### src/hdl/simd_dup_pkg.sv
package simd_dup_pkg;

  // ****************************************************************
  // Widths and field positions
  // ****************************************************************
  localparam int LANE_W      = 32;
  localparam int QW_W        = 64;
  localparam int VEC_W       = 128;
  localparam int BLK_W       = 256;
  localparam int FPX_W       = 80;
  localparam int ADDR_W      = 64;
  localparam int ID_W        = 32;
  localparam int ID_PRESENT_BIT = 0;
  localparam int CW_IM_BIT   = 0;
  localparam int CW_PM_BIT   = 5;
  localparam int ALIGN_BITS  = 4;
  localparam int NARROW_W    = 32;

  // ****************************************************************
  // Extended precision format and integer widths
  // ****************************************************************
  localparam logic [14:0] EXP_SPECIAL = 15'h7FFF;
  localparam logic [15:0] EXP_BIAS    = 16'h3FFF;
  localparam logic [1:0]  IW_16       = 2'h0;
  localparam logic [1:0]  IW_32       = 2'h1;
  localparam logic [1:0]  IW_64       = 2'h2;

  // ****************************************************************
  // Operations and states
  // ****************************************************************
  typedef enum logic [3:0] {
    OP_TRUNC16  = 4'h0,
    OP_TRUNC32  = 4'h1,
    OP_TRUNC64  = 4'h2,
    OP_LOAD     = 4'h3,
    OP_ODD_DUP  = 4'h4,
    OP_EVEN_DUP = 4'h5,
    OP_QUAD_DUP = 4'h6,
    OP_WATCH    = 4'h7,
    OP_WAIT     = 4'h8,
    OP_NONE     = 4'hF
  } op_t;

  typedef enum logic [1:0] {
    ST_IDLE = 2'b01,
    ST_MEM  = 2'b10
  } state_t;

endpackage

### src/hdl/conv_if.sv
`timescale 1ns/1ps
interface conv_if;
  import simd_dup_pkg::*;
  logic [FPX_W-1:0] value;
  logic [1:0]       width;
  logic [QW_W-1:0]  result;
  logic             invalid;
  logic             inexact;
  modport conv (input value, width, output result, invalid, inexact);
  modport user (output value, width, input result, invalid, inexact);
endinterface

### src/hdl/simd_dup_truncate_datapath.sv
`timescale 1ns/1ps
module simd_dup_truncate_datapath
  import simd_dup_pkg::*;
(
  input  wire logic              CLK,         // Core clock, 10 MHz
  input  wire logic              RST_N,       // Asynchronous reset
  input  wire logic              FEATURE_EN,  // Extension implemented
  input  wire logic              LONG_MODE,   // 64-bit mode active
  input  wire logic              ISSUE_VALID, // Decoded op offered
  input  wire op_t               ISSUE_OP,    // Decoded operation
  input  wire logic [2:0]        DEST_IDX,    // Base vector index
  input  wire logic              PFX_PRESENT, // Extension prefix seen
  input  wire logic              PFX_R,       // Prefix register bit
  input  wire logic              PFX_W,       // Operand width bit
  input  wire logic [VEC_W-1:0]  VEC_SRC,     // Vector source
  input  wire logic [FPX_W-1:0]  FP_TOP,      // Stack top value
  input  wire logic [15:0]       FP_CW,       // Stack control word
  input  wire logic [ADDR_W-1:0] GPR_ADDR,    // Watch address reg
  input  wire logic [31:0]       GPR_HINT,    // Wait hint reg
  input  wire logic [ADDR_W-1:0] LOAD_ADDR,   // Load byte address
  input  wire logic              MEM_VALID,   // Memory data ready
  input  wire logic [BLK_W-1:0]  MEM_DATA,    // Memory block
  output logic                   ISSUE_READY, // Op can be taken
  output logic [ID_W-1:0]        ID_FLAGS,    // Query result word
  output logic                   UD_FAULT,    // Invalid opcode
  output logic                   VEC_WE,      // Vector write
  output logic [3:0]             VEC_IDX,     // Vector write index
  output logic [VEC_W-1:0]       VEC_DATA,    // Vector write data
  output logic                   INT_WE,      // Integer store
  output logic [QW_W-1:0]        INT_DATA,    // Integer store data
  output logic [1:0]             INT_WIDTH,   // Integer store width
  output logic                   FP_POP,      // Pop stack once
  output logic                   FP_INVALID,  // Invalid operand
  output logic                   FP_INEXACT,  // Inexact result
  output logic                   FP_FAULT,    // Unmasked exception
  output logic                   MEM_REQ,     // Memory read request
  output logic [ADDR_W-1:0]      MEM_ADDR,    // Aligned address
  output logic                   MEM_WIDE,    // 32-byte fetch
  output logic                   WATCH_VALID, // Watch armed
  output logic [ADDR_W-1:0]      WATCH_ADDR,  // Watched address
  output logic                   WAIT_VALID,  // Wait requested
  output logic [31:0]            WAIT_HINT    // Wait hint
);

  state_t               state_r;
  state_t               state_nxt;
  logic [3:0]           off_r;
  logic [3:0]           ld_idx_r;
  logic                 accept;
  logic                 go;
  logic                 ext_bit;
  logic                 trunc_op;
  logic [1:0]           trunc_w;
  conv_if               cv ();

  // ****************************************************************
  // Lane helpers
  // ****************************************************************
  // Lane k sits at bits 32k+31:32k, element zero in the low half.
  function automatic logic [LANE_W-1:0] lane(input logic [VEC_W-1:0] v,
                                             input int k);
    lane = v[k*LANE_W +: LANE_W];
  endfunction

  function automatic logic [VEC_W-1:0] dup_pair(
      input logic [VEC_W-1:0] v, input int base);
    dup_pair = {lane(v, base + 2), lane(v, base + 2),
                lane(v, base), lane(v, base)};
  endfunction

  function automatic logic [VEC_W-1:0] pick16(
      input logic [BLK_W-1:0] blk, input logic [3:0] off);
    logic [BLK_W-1:0] t;
    t = blk >> {off, 3'b000};
    pick16 = t[VEC_W-1:0];
  endfunction

  // ****************************************************************
  // Issue decode
  // ****************************************************************
  // Compatibility mode drives LONG_MODE low and so takes the same path
  // as protected mode; the prefix only counts in long mode.
  assign accept   = ISSUE_VALID && ISSUE_READY;
  assign go       = accept && FEATURE_EN;
  assign ext_bit  = LONG_MODE && PFX_PRESENT && PFX_R;
  assign trunc_op = (ISSUE_OP == OP_TRUNC16) || (ISSUE_OP == OP_TRUNC32) ||
                    (ISSUE_OP == OP_TRUNC64);
  assign trunc_w  = (ISSUE_OP == OP_TRUNC16) ? IW_16 :
                    (ISSUE_OP == OP_TRUNC32) ? IW_32 : IW_64;

  assign cv.value = FP_TOP;
  assign cv.width = trunc_w;

  fp_trunc_conv u_conv (
    .c (cv)
  );

  // ****************************************************************
  // Control state
  // ****************************************************************
  always_comb begin
    state_nxt = state_r;
    case (state_r)
      ST_IDLE: if (go && ISSUE_OP == OP_LOAD) begin
        state_nxt = ST_MEM;
      end
      ST_MEM: if (MEM_VALID) begin
        state_nxt = ST_IDLE;
      end
      default: state_nxt = ST_IDLE;
    endcase
  end

  always_ff @(posedge CLK or negedge RST_N) begin
    if (!RST_N) begin
      state_r     <= ST_IDLE;
      ISSUE_READY <= 1'b0;
    end else begin
      state_r     <= state_nxt;
      ISSUE_READY <= (state_nxt == ST_IDLE);
    end
  end

  // The query word is recomputed each cycle from the implementation
  // strap; it is a report, not a new piece of programmer state.
  always_ff @(posedge CLK or negedge RST_N) begin
    if (!RST_N) begin
      ID_FLAGS <= '0;
    end else begin
      ID_FLAGS <= '0;
      ID_FLAGS[ID_PRESENT_BIT] <= FEATURE_EN;
    end
  end

  always_ff @(posedge CLK or negedge RST_N) begin
    if (!RST_N) begin
      UD_FAULT <= 1'b0;
    end else begin
      UD_FAULT <= accept && !FEATURE_EN && ISSUE_OP != OP_NONE;
    end
  end

  // ****************************************************************
  // Vector results: duplicate moves and the split-avoiding load
  // ****************************************************************
  // The duplicate moves only copy bits, so the vector control register
  // has nothing to round or flag here and is not an input.
  always_ff @(posedge CLK or negedge RST_N) begin
    if (!RST_N) begin
      VEC_WE   <= 1'b0;
      VEC_IDX  <= '0;
      VEC_DATA <= '0;
    end else begin
      VEC_WE <= 1'b0;
      if (go) begin
        case (ISSUE_OP)
          OP_ODD_DUP: begin
            VEC_WE   <= 1'b1;
            VEC_IDX  <= {ext_bit, DEST_IDX};
            VEC_DATA <= dup_pair(VEC_SRC, 1);
          end
          OP_EVEN_DUP: begin
            VEC_WE   <= 1'b1;
            VEC_IDX  <= {ext_bit, DEST_IDX};
            VEC_DATA <= dup_pair(VEC_SRC, 0);
          end
          OP_QUAD_DUP: begin
            VEC_WE   <= 1'b1;
            VEC_IDX  <= {ext_bit, DEST_IDX};
            VEC_DATA <= {2{VEC_SRC[QW_W-1:0]}};
          end
          default: VEC_WE <= 1'b0;
        endcase
      end else if (state_r == ST_MEM && MEM_VALID) begin
        VEC_WE   <= 1'b1;
        VEC_IDX  <= ld_idx_r;
        VEC_DATA <= pick16(MEM_DATA, off_r);
      end
    end
  end

  // An aligned request asks for 16 bytes only; a misaligned one asks
  // for the two aligned lines around it, so no fetch ever straddles.
  always_ff @(posedge CLK or negedge RST_N) begin
    if (!RST_N) begin
      MEM_REQ  <= 1'b0;
      MEM_ADDR <= '0;
      MEM_WIDE <= 1'b0;
      off_r    <= '0;
      ld_idx_r <= '0;
    end else begin
      MEM_REQ <= 1'b0;
      if (go && ISSUE_OP == OP_LOAD) begin
        MEM_REQ  <= 1'b1;
        MEM_ADDR <= {LOAD_ADDR[ADDR_W-1:ALIGN_BITS], 4'h0};
        MEM_WIDE <= (LOAD_ADDR[ALIGN_BITS-1:0] != 4'h0);
        off_r    <= LOAD_ADDR[ALIGN_BITS-1:0];
        ld_idx_r <= {ext_bit, DEST_IDX};
      end
    end
  end

  // ****************************************************************
  // Truncating integer store
  // ****************************************************************
  // Only the invalid and precision masks of the control word are read.
  // An unmasked invalid operand stores nothing and keeps the stack.
  always_ff @(posedge CLK or negedge RST_N) begin
    if (!RST_N) begin
      INT_WE     <= 1'b0;
      INT_DATA   <= '0;
      INT_WIDTH  <= IW_16;
      FP_POP     <= 1'b0;
      FP_INVALID <= 1'b0;
      FP_INEXACT <= 1'b0;
      FP_FAULT   <= 1'b0;
    end else begin
      INT_WE     <= 1'b0;
      FP_POP     <= 1'b0;
      FP_INVALID <= 1'b0;
      FP_INEXACT <= 1'b0;
      FP_FAULT   <= 1'b0;
      if (go && trunc_op) begin
        FP_INVALID <= cv.invalid;
        FP_INEXACT <= cv.inexact;
        FP_FAULT   <= (cv.invalid && !FP_CW[CW_IM_BIT]) ||
                      (cv.inexact && !FP_CW[CW_PM_BIT]);
        if (!(cv.invalid && !FP_CW[CW_IM_BIT])) begin
          INT_WE    <= 1'b1;
          INT_DATA  <= cv.result;
          INT_WIDTH <= trunc_w;
          FP_POP    <= 1'b1;
        end
      end
    end
  end

  // ****************************************************************
  // Address watch and wait
  // ****************************************************************
  // Register operands are only read; no path writes a general register.
  always_ff @(posedge CLK or negedge RST_N) begin
    if (!RST_N) begin
      WATCH_VALID <= 1'b0;
      WATCH_ADDR  <= '0;
      WAIT_VALID  <= 1'b0;
      WAIT_HINT   <= '0;
    end else begin
      WATCH_VALID <= go && ISSUE_OP == OP_WATCH;
      WAIT_VALID  <= go && ISSUE_OP == OP_WAIT;
      if (go && ISSUE_OP == OP_WATCH) begin
        if (LONG_MODE && PFX_PRESENT && PFX_W) begin
          WATCH_ADDR <= GPR_ADDR;
        end else begin
          WATCH_ADDR <= {32'h0000_0000, GPR_ADDR[NARROW_W-1:0]};
        end
      end
      if (go && ISSUE_OP == OP_WAIT) begin
        WAIT_HINT <= GPR_HINT;
      end
    end
  end
endmodule

### src/hdl/fp_trunc_conv.sv
`timescale 1ns/1ps
module fp_trunc_conv
  import simd_dup_pkg::*;
(
  conv_if.conv c  // Operand in, truncated integer and flags out
);

  logic            sign;
  logic [14:0]     ex;
  logic [63:0]     mant;
  logic [15:0]     sh;
  logic [63:0]     mag;
  logic [63:0]     lost;
  logic [63:0]     lim;
  logic [63:0]     sres;
  logic            inv;

  function automatic logic [6:0] int_bits(input logic [1:0] w);
    case (w)
      IW_16:   int_bits = 7'd16;
      IW_32:   int_bits = 7'd32;
      default: int_bits = 7'd64;
    endcase
  endfunction

  // ****************************************************************
  // Conversion toward zero
  // ****************************************************************
  // Fraction bits below the binary point are dropped outright, so the
  // rounding field of any control word has no path into this logic.
  always_comb begin
    sign = c.value[79];
    ex   = c.value[78:64];
    mant = c.value[63:0];
    sh   = '0;
    mag  = '0;
    lost = '0;
    inv  = 1'b0;
    lim  = 64'h0000_0000_0000_0001 << (int_bits(c.width) - 7'd1);
    if (ex == EXP_SPECIAL) begin
      inv = 1'b1;
    end else if ({1'b0, ex} < EXP_BIAS) begin
      lost = mant;
    end else begin
      sh = {1'b0, ex} - EXP_BIAS;
      if (sh > 16'h003F) begin
        inv = 1'b1;
      end else begin
        mag  = mant >> (6'd63 - sh[5:0]);
        lost = mant << ({1'b0, sh[5:0]} + 7'd1);
      end
    end
    if (!inv && (sign ? (mag > lim) : (mag >= lim))) begin
      inv = 1'b1;
    end
    sres      = sign ? (~mag + 64'h0000_0000_0000_0001) : mag;
    c.invalid = inv;
    c.inexact = !inv && (lost != '0);
    c.result  = (inv ? lim : sres) & ((lim << 1) - 64'h0000_0000_0000_0001);
  end

endmodule

### config.mk
export PLATFORM = sky130hd
export DESIGN_NAME = simd_dup_truncate_datapath
export DESIGN_NICKNAME = d
export VERILOG_FILES = /design/src/hdl/simd_dup_pkg.sv /design/src/hdl/conv_if.sv /design/src/hdl/simd_dup_truncate_datapath.sv /design/src/hdl/fp_trunc_conv.sv
export SDC_FILE = /design/constraint.sdc
export NUM_CORES = 2
export LEC_CHECK = 0
export ABC_AREA = 1
export BUFFER_PORTS_ARGS = -buffer_cell sky130_fd_sc_hd__buf_2
export CAP_MARGIN = 30
export CORE_AREA = 3 3 415 417
export DETAILED_ROUTE_END_ITERATION = 8
export DIE_AREA = 0 0 418 420
export PLACE_DENSITY = 0.4
export SYNTH_ARGS = -nofsm -noshare
export SYNTH_HDL_FRONTEND = slang
export SYNTH_SLANG_ARGS = --single-unit
### constraint.sdc
create_clock -name CLK -period 3 [get_ports CLK]
set_input_delay 0.3 -clock CLK [delete_from_list [all_inputs] [get_ports CLK]]
set_output_delay 0.3 -clock CLK [all_outputs]
set_load 0.03 [all_outputs]
==> flow_summary.toml <==
[critical_path]
crit_path_end_kind = "register"
crit_path_start_kind = "input pin"
crit_type = "in2reg"
r2r_start = "off_r[1]"
crit_path_frequent_cell = "nand2_2"
startpoint = "FP_TOP[66]"
reg2reg_slack_ns = 0.09
critPathSlowestCell = "nor2_4"
regToRegEndpoint = "VEC_DATA[10]"
endpoint = "INT_DATA[55]"
cpPeakStageDelay_ns = 0.18
worstRegToRegCells = 8
worstPathArrival_ns = 3.59
cp_max_fo = 7
required_ns = 3.46

[floorplanning]
rows = 151
ios = 1058
die_w_um = 418
start_util = 0.209
coreArea_um2 = 169000
die_h_um = 420
die_area_um2 = 176000

[cells_and_area]
nFillCells = 19100
layout-drive-gt1-share = 0.296
final_cell_area_um2 = 53700
syn_to_final_growth_pct = 52.2
instances_no_fill = 10000
nNetsFinal = 8394

[logic_synthesis]
seq_area_frac_synth = 0.267
ys_seq_elements = 376
synthCells = 6125
synth_flop_cell = "dfrtp_1"
synth-edff-count = 0
syn_area_per_cell_um2 = 5.76
yosysWarnings = 0
syn_area_um2 = 35300
async_reset_ff_frac = 1.00
yosys.cell_types.count = 51

[routing]
dr.pass1.iters = 6
wl_per_cell_um = 25.9
drt_iter0_drc = 3738
remaining_drc_errors = 0
drt-met1-wl_um = 99600
drt-vias-per-instance = 4.91
wl_met3_um = 17300
highest_layer = "met5"
route.met2.wl_um = 127000
num_vias = 49100
wl_um = 260000
final_antenna_net_count = 0

[outcome]
violations = "setup timing"
status = "finished, violations left"

[run]
max_cap_violations = 0

[clocking]
numCtsBuffers = 44
cts_num_sinks = 376
clk_latency_ns = 0.60
htreeDepth = 2
cts_tree = "done"
cts_root_buffer = "clkbuf_16"
clock_path_buffers = 3
path_clk_slew_ns = 0.06

[sta]
postLayoutSetupSlackWorst_ns = -0.127
period_share = 1.04
final-setup-viol-count = 67
skew_ns = 0.0349
slew_headroom = 0.343
fmax_mhz = 320
post-route-min-period_ns = 3.13
rsz0062_at_grt = "true"
drv_slew = 0
hold_violations = 0
worst_slew_pin_slew_ns = 0.985

[grt]
grt_usage = 0.281
grt_pass1_vias = 48600
grt_antenna_before_repair = 61
grt_pass1_wl_um = 357000
grt_overflow = 0
grt_max_degree = 124

[power]
pwr_density_cell_nw_per_um2 = 734
totalPowerFinal_w = 0.0394
ir_drop_mv = 0.358
leakage_nw = 28.7

[placement]
gp_congestion = 0.974
place_inst = 9682
post-place-ws_ns = -1.08
place_area_um2 = 48200
dp_hpwl_um = 216000
io_buffers = 1000

[min_path]
hp-class = "in2reg"
worstHoldStart = "GPR_ADDR[51]"
[layout make-up]
type | instances | area [um^2] | area share
Clock inverter | 19 | 272 | 0.00505
Tap cell | 2218 | 2780 | 0.0517
Timing Repair Buffer | 1979 | 14100 | 0.262
Sequential cell | 376 | 9430 | 0.175
Multi-Input combinational cell | 5016 | 24700 | 0.459
Antenna cell | 29 | 72.6 | 0.00135
Inverter | 312 | 1230 | 0.0229
Clock buffer | 58 | 1220 | 0.0228
[repair_timing]
item,4_1_cts,5_1_grt
endpoints found under the setup margin,70,72
endpoints found under the hold margin,218,0
buffers inserted,24,19
resized for setup,160,322
pin swaps,22,77
hold buffers,162,0
cloned,8,6
[worst min path at each step]
| stage | endpoint | slack, ns | cells past startpoint |
|---|---|---|---|
| 3_5_place_dp | WATCH_ADDR[7] | 0.32 | 1 |
| 4_1_cts | WATCH_ADDR[10] | 0.001 | 3 |
| 6_report | WATCH_ADDR[51] | 0.07 | 3 |
| 3_3_place_gp | WATCH_ADDR[7] | 0.31 | 1 |
| 5_1_grt | WATCH_ADDR[10] | 0.04 | 3 |
| 2_1_floorplan | FP_FAULT | 0.004 | 0 |
[stage by stage]
stage                     hold slack, ns   util  setup TNS (ns)
after floorplan                  0.00441      -          -20.51
after global placement             0.313  0.285          -67.76
after detailed placement           0.323  0.285          -67.46
after CTS                        0.00138  0.309           -3.63
after global routing              0.0384  0.317          -18.31
final                             0.0699  0.318           -4.83
[layer usage]
metal,vias up,track usage
met2,1625,0.490
met1,23500,0.317
li1,23500,-
met4,22,0.146
met5,-,0
met3,393,0.0660
[synthesized netlist by cell type, types with 2 or more instances]
cell       count  share of area
nand2_2        2        0.00035
or2_2         10         0.0018
xnor2_2        2        0.00092
o2111ai_1      3        0.00074
a21boi_0       2        0.00043
o21bai_1       4        0.00085
nor2_1       489          0.052
dfrtp_1      375           0.27
mux2i_1       61          0.017
a22o_1        15         0.0037
nor4_1        17         0.0030
o211ai_1     126          0.027
a31oi_1       73          0.013
nand4_1       64          0.011
a21oi_1       80          0.011
nand2_1     2383           0.25
a211oi_1      18         0.0038
clkbuf_1     314          0.033
o21ai_1       44         0.0062
nor3_1        32         0.0045
o22ai_1       43         0.0076
conb_1         2        0.00021
nand3b_1       5         0.0011
o311ai_0       5         0.0012
o221ai_1      26         0.0065
inv_1        293          0.031
buf_1         51         0.0054
clkinv_1       5        0.00053
buf_2         53         0.0075
buf_4         37         0.0079
xor2_1        25         0.0062
and2_1        14         0.0025
o21a_1         3        0.00064
and3_1         3        0.00053
nand3_1      850           0.12
nor2_2         6         0.0011
o21ai_0      540          0.077
ha_1           9         0.0032
o31ai_1        4        0.00085
inv_2         14         0.0015
nor2_4         3        0.00096
a22oi_1        2        0.00043
xnor2_1       10         0.0025
[cells by family (layout without fill, tap and decap cells)]
kind of cell / Yosys count / after routing / share of synthesized area
flip-flops: 376 / 376 / 0.267
multiplexers: 61 / 61 / 0.0173
XOR/XNOR: 37 / 37 / 0.00961
AND/OR/NAND/NOR: 3880 / 3881 / 0.454
AO/OA/AOI/OAI: 992 / 992 / 0.162
other: 2 / 65 / 0.000213
adder cells (fa/ha/maj): 9 / 9 / 0.00319
buffers and inverters: 768 / 2368 / 0.0877
[critical path: cells and delay by family]
family          cells  cell delay [ns]
simple gates       22             2.14
compound gates      1             0.06
buf+inv             6             0.90
fa+ha+maj           1             0.15
[layout by cell type, fill, tap and decap left out, types with 27 or more instances in the layout]
| cell | count |
|---|---|
| buf_4 | 702 |
| dlygate4sd3_1 | 162 |
| buf_12 | 69 |
| nor2_1 | 407 |
| nand4_1 | 64 |
| conb_1 | 36 |
| buf_6 | 27 |
| nand3_2 | 87 |
| nand2_2 | 97 |
| o211ai_1 | 126 |
| nor2_2 | 51 |
| buf_2 | 996 |
| a31oi_1 | 68 |
| clkbuf_16 | 50 |
| o21ai_1 | 80 |
| o21ai_0 | 479 |
| mux2i_1 | 60 |
| dfrtp_1 | 371 |
| nand3_1 | 757 |
| a21oi_1 | 76 |
| inv_1 | 282 |
| nor2_4 | 40 |
| nand2_1 | 2267 |
| o22ai_1 | 43 |
| diode_2 | 29 |
[registers in the layout, summed over array words and instances (netlist names), 2 cells and up]
| register | cells |
|---|---|
| WAIT_HINT | 32 |
| MEM_ADDR | 60 |
| INT_DATA | 64 |
| off_r | 4 |
| VEC_IDX | 4 |
| ld_idx_r | 4 |
| VEC_DATA | 128 |
| state_r | 2 |
| WATCH_ADDR | 64 |
| INT_WIDTH | 2 |
[where the power goes]
| group | switching, W | total, W | internal (W) |
|---|---|---|---|
| Clock | 0.00250 | 0.00589 | 0.00339 |
| Sequential | 0.00110 | 0.00763 | 0.00653 |
| Combinational | 0.0183 | 0.0259 | 0.00761 |
(Power assumes the default switching activity.)
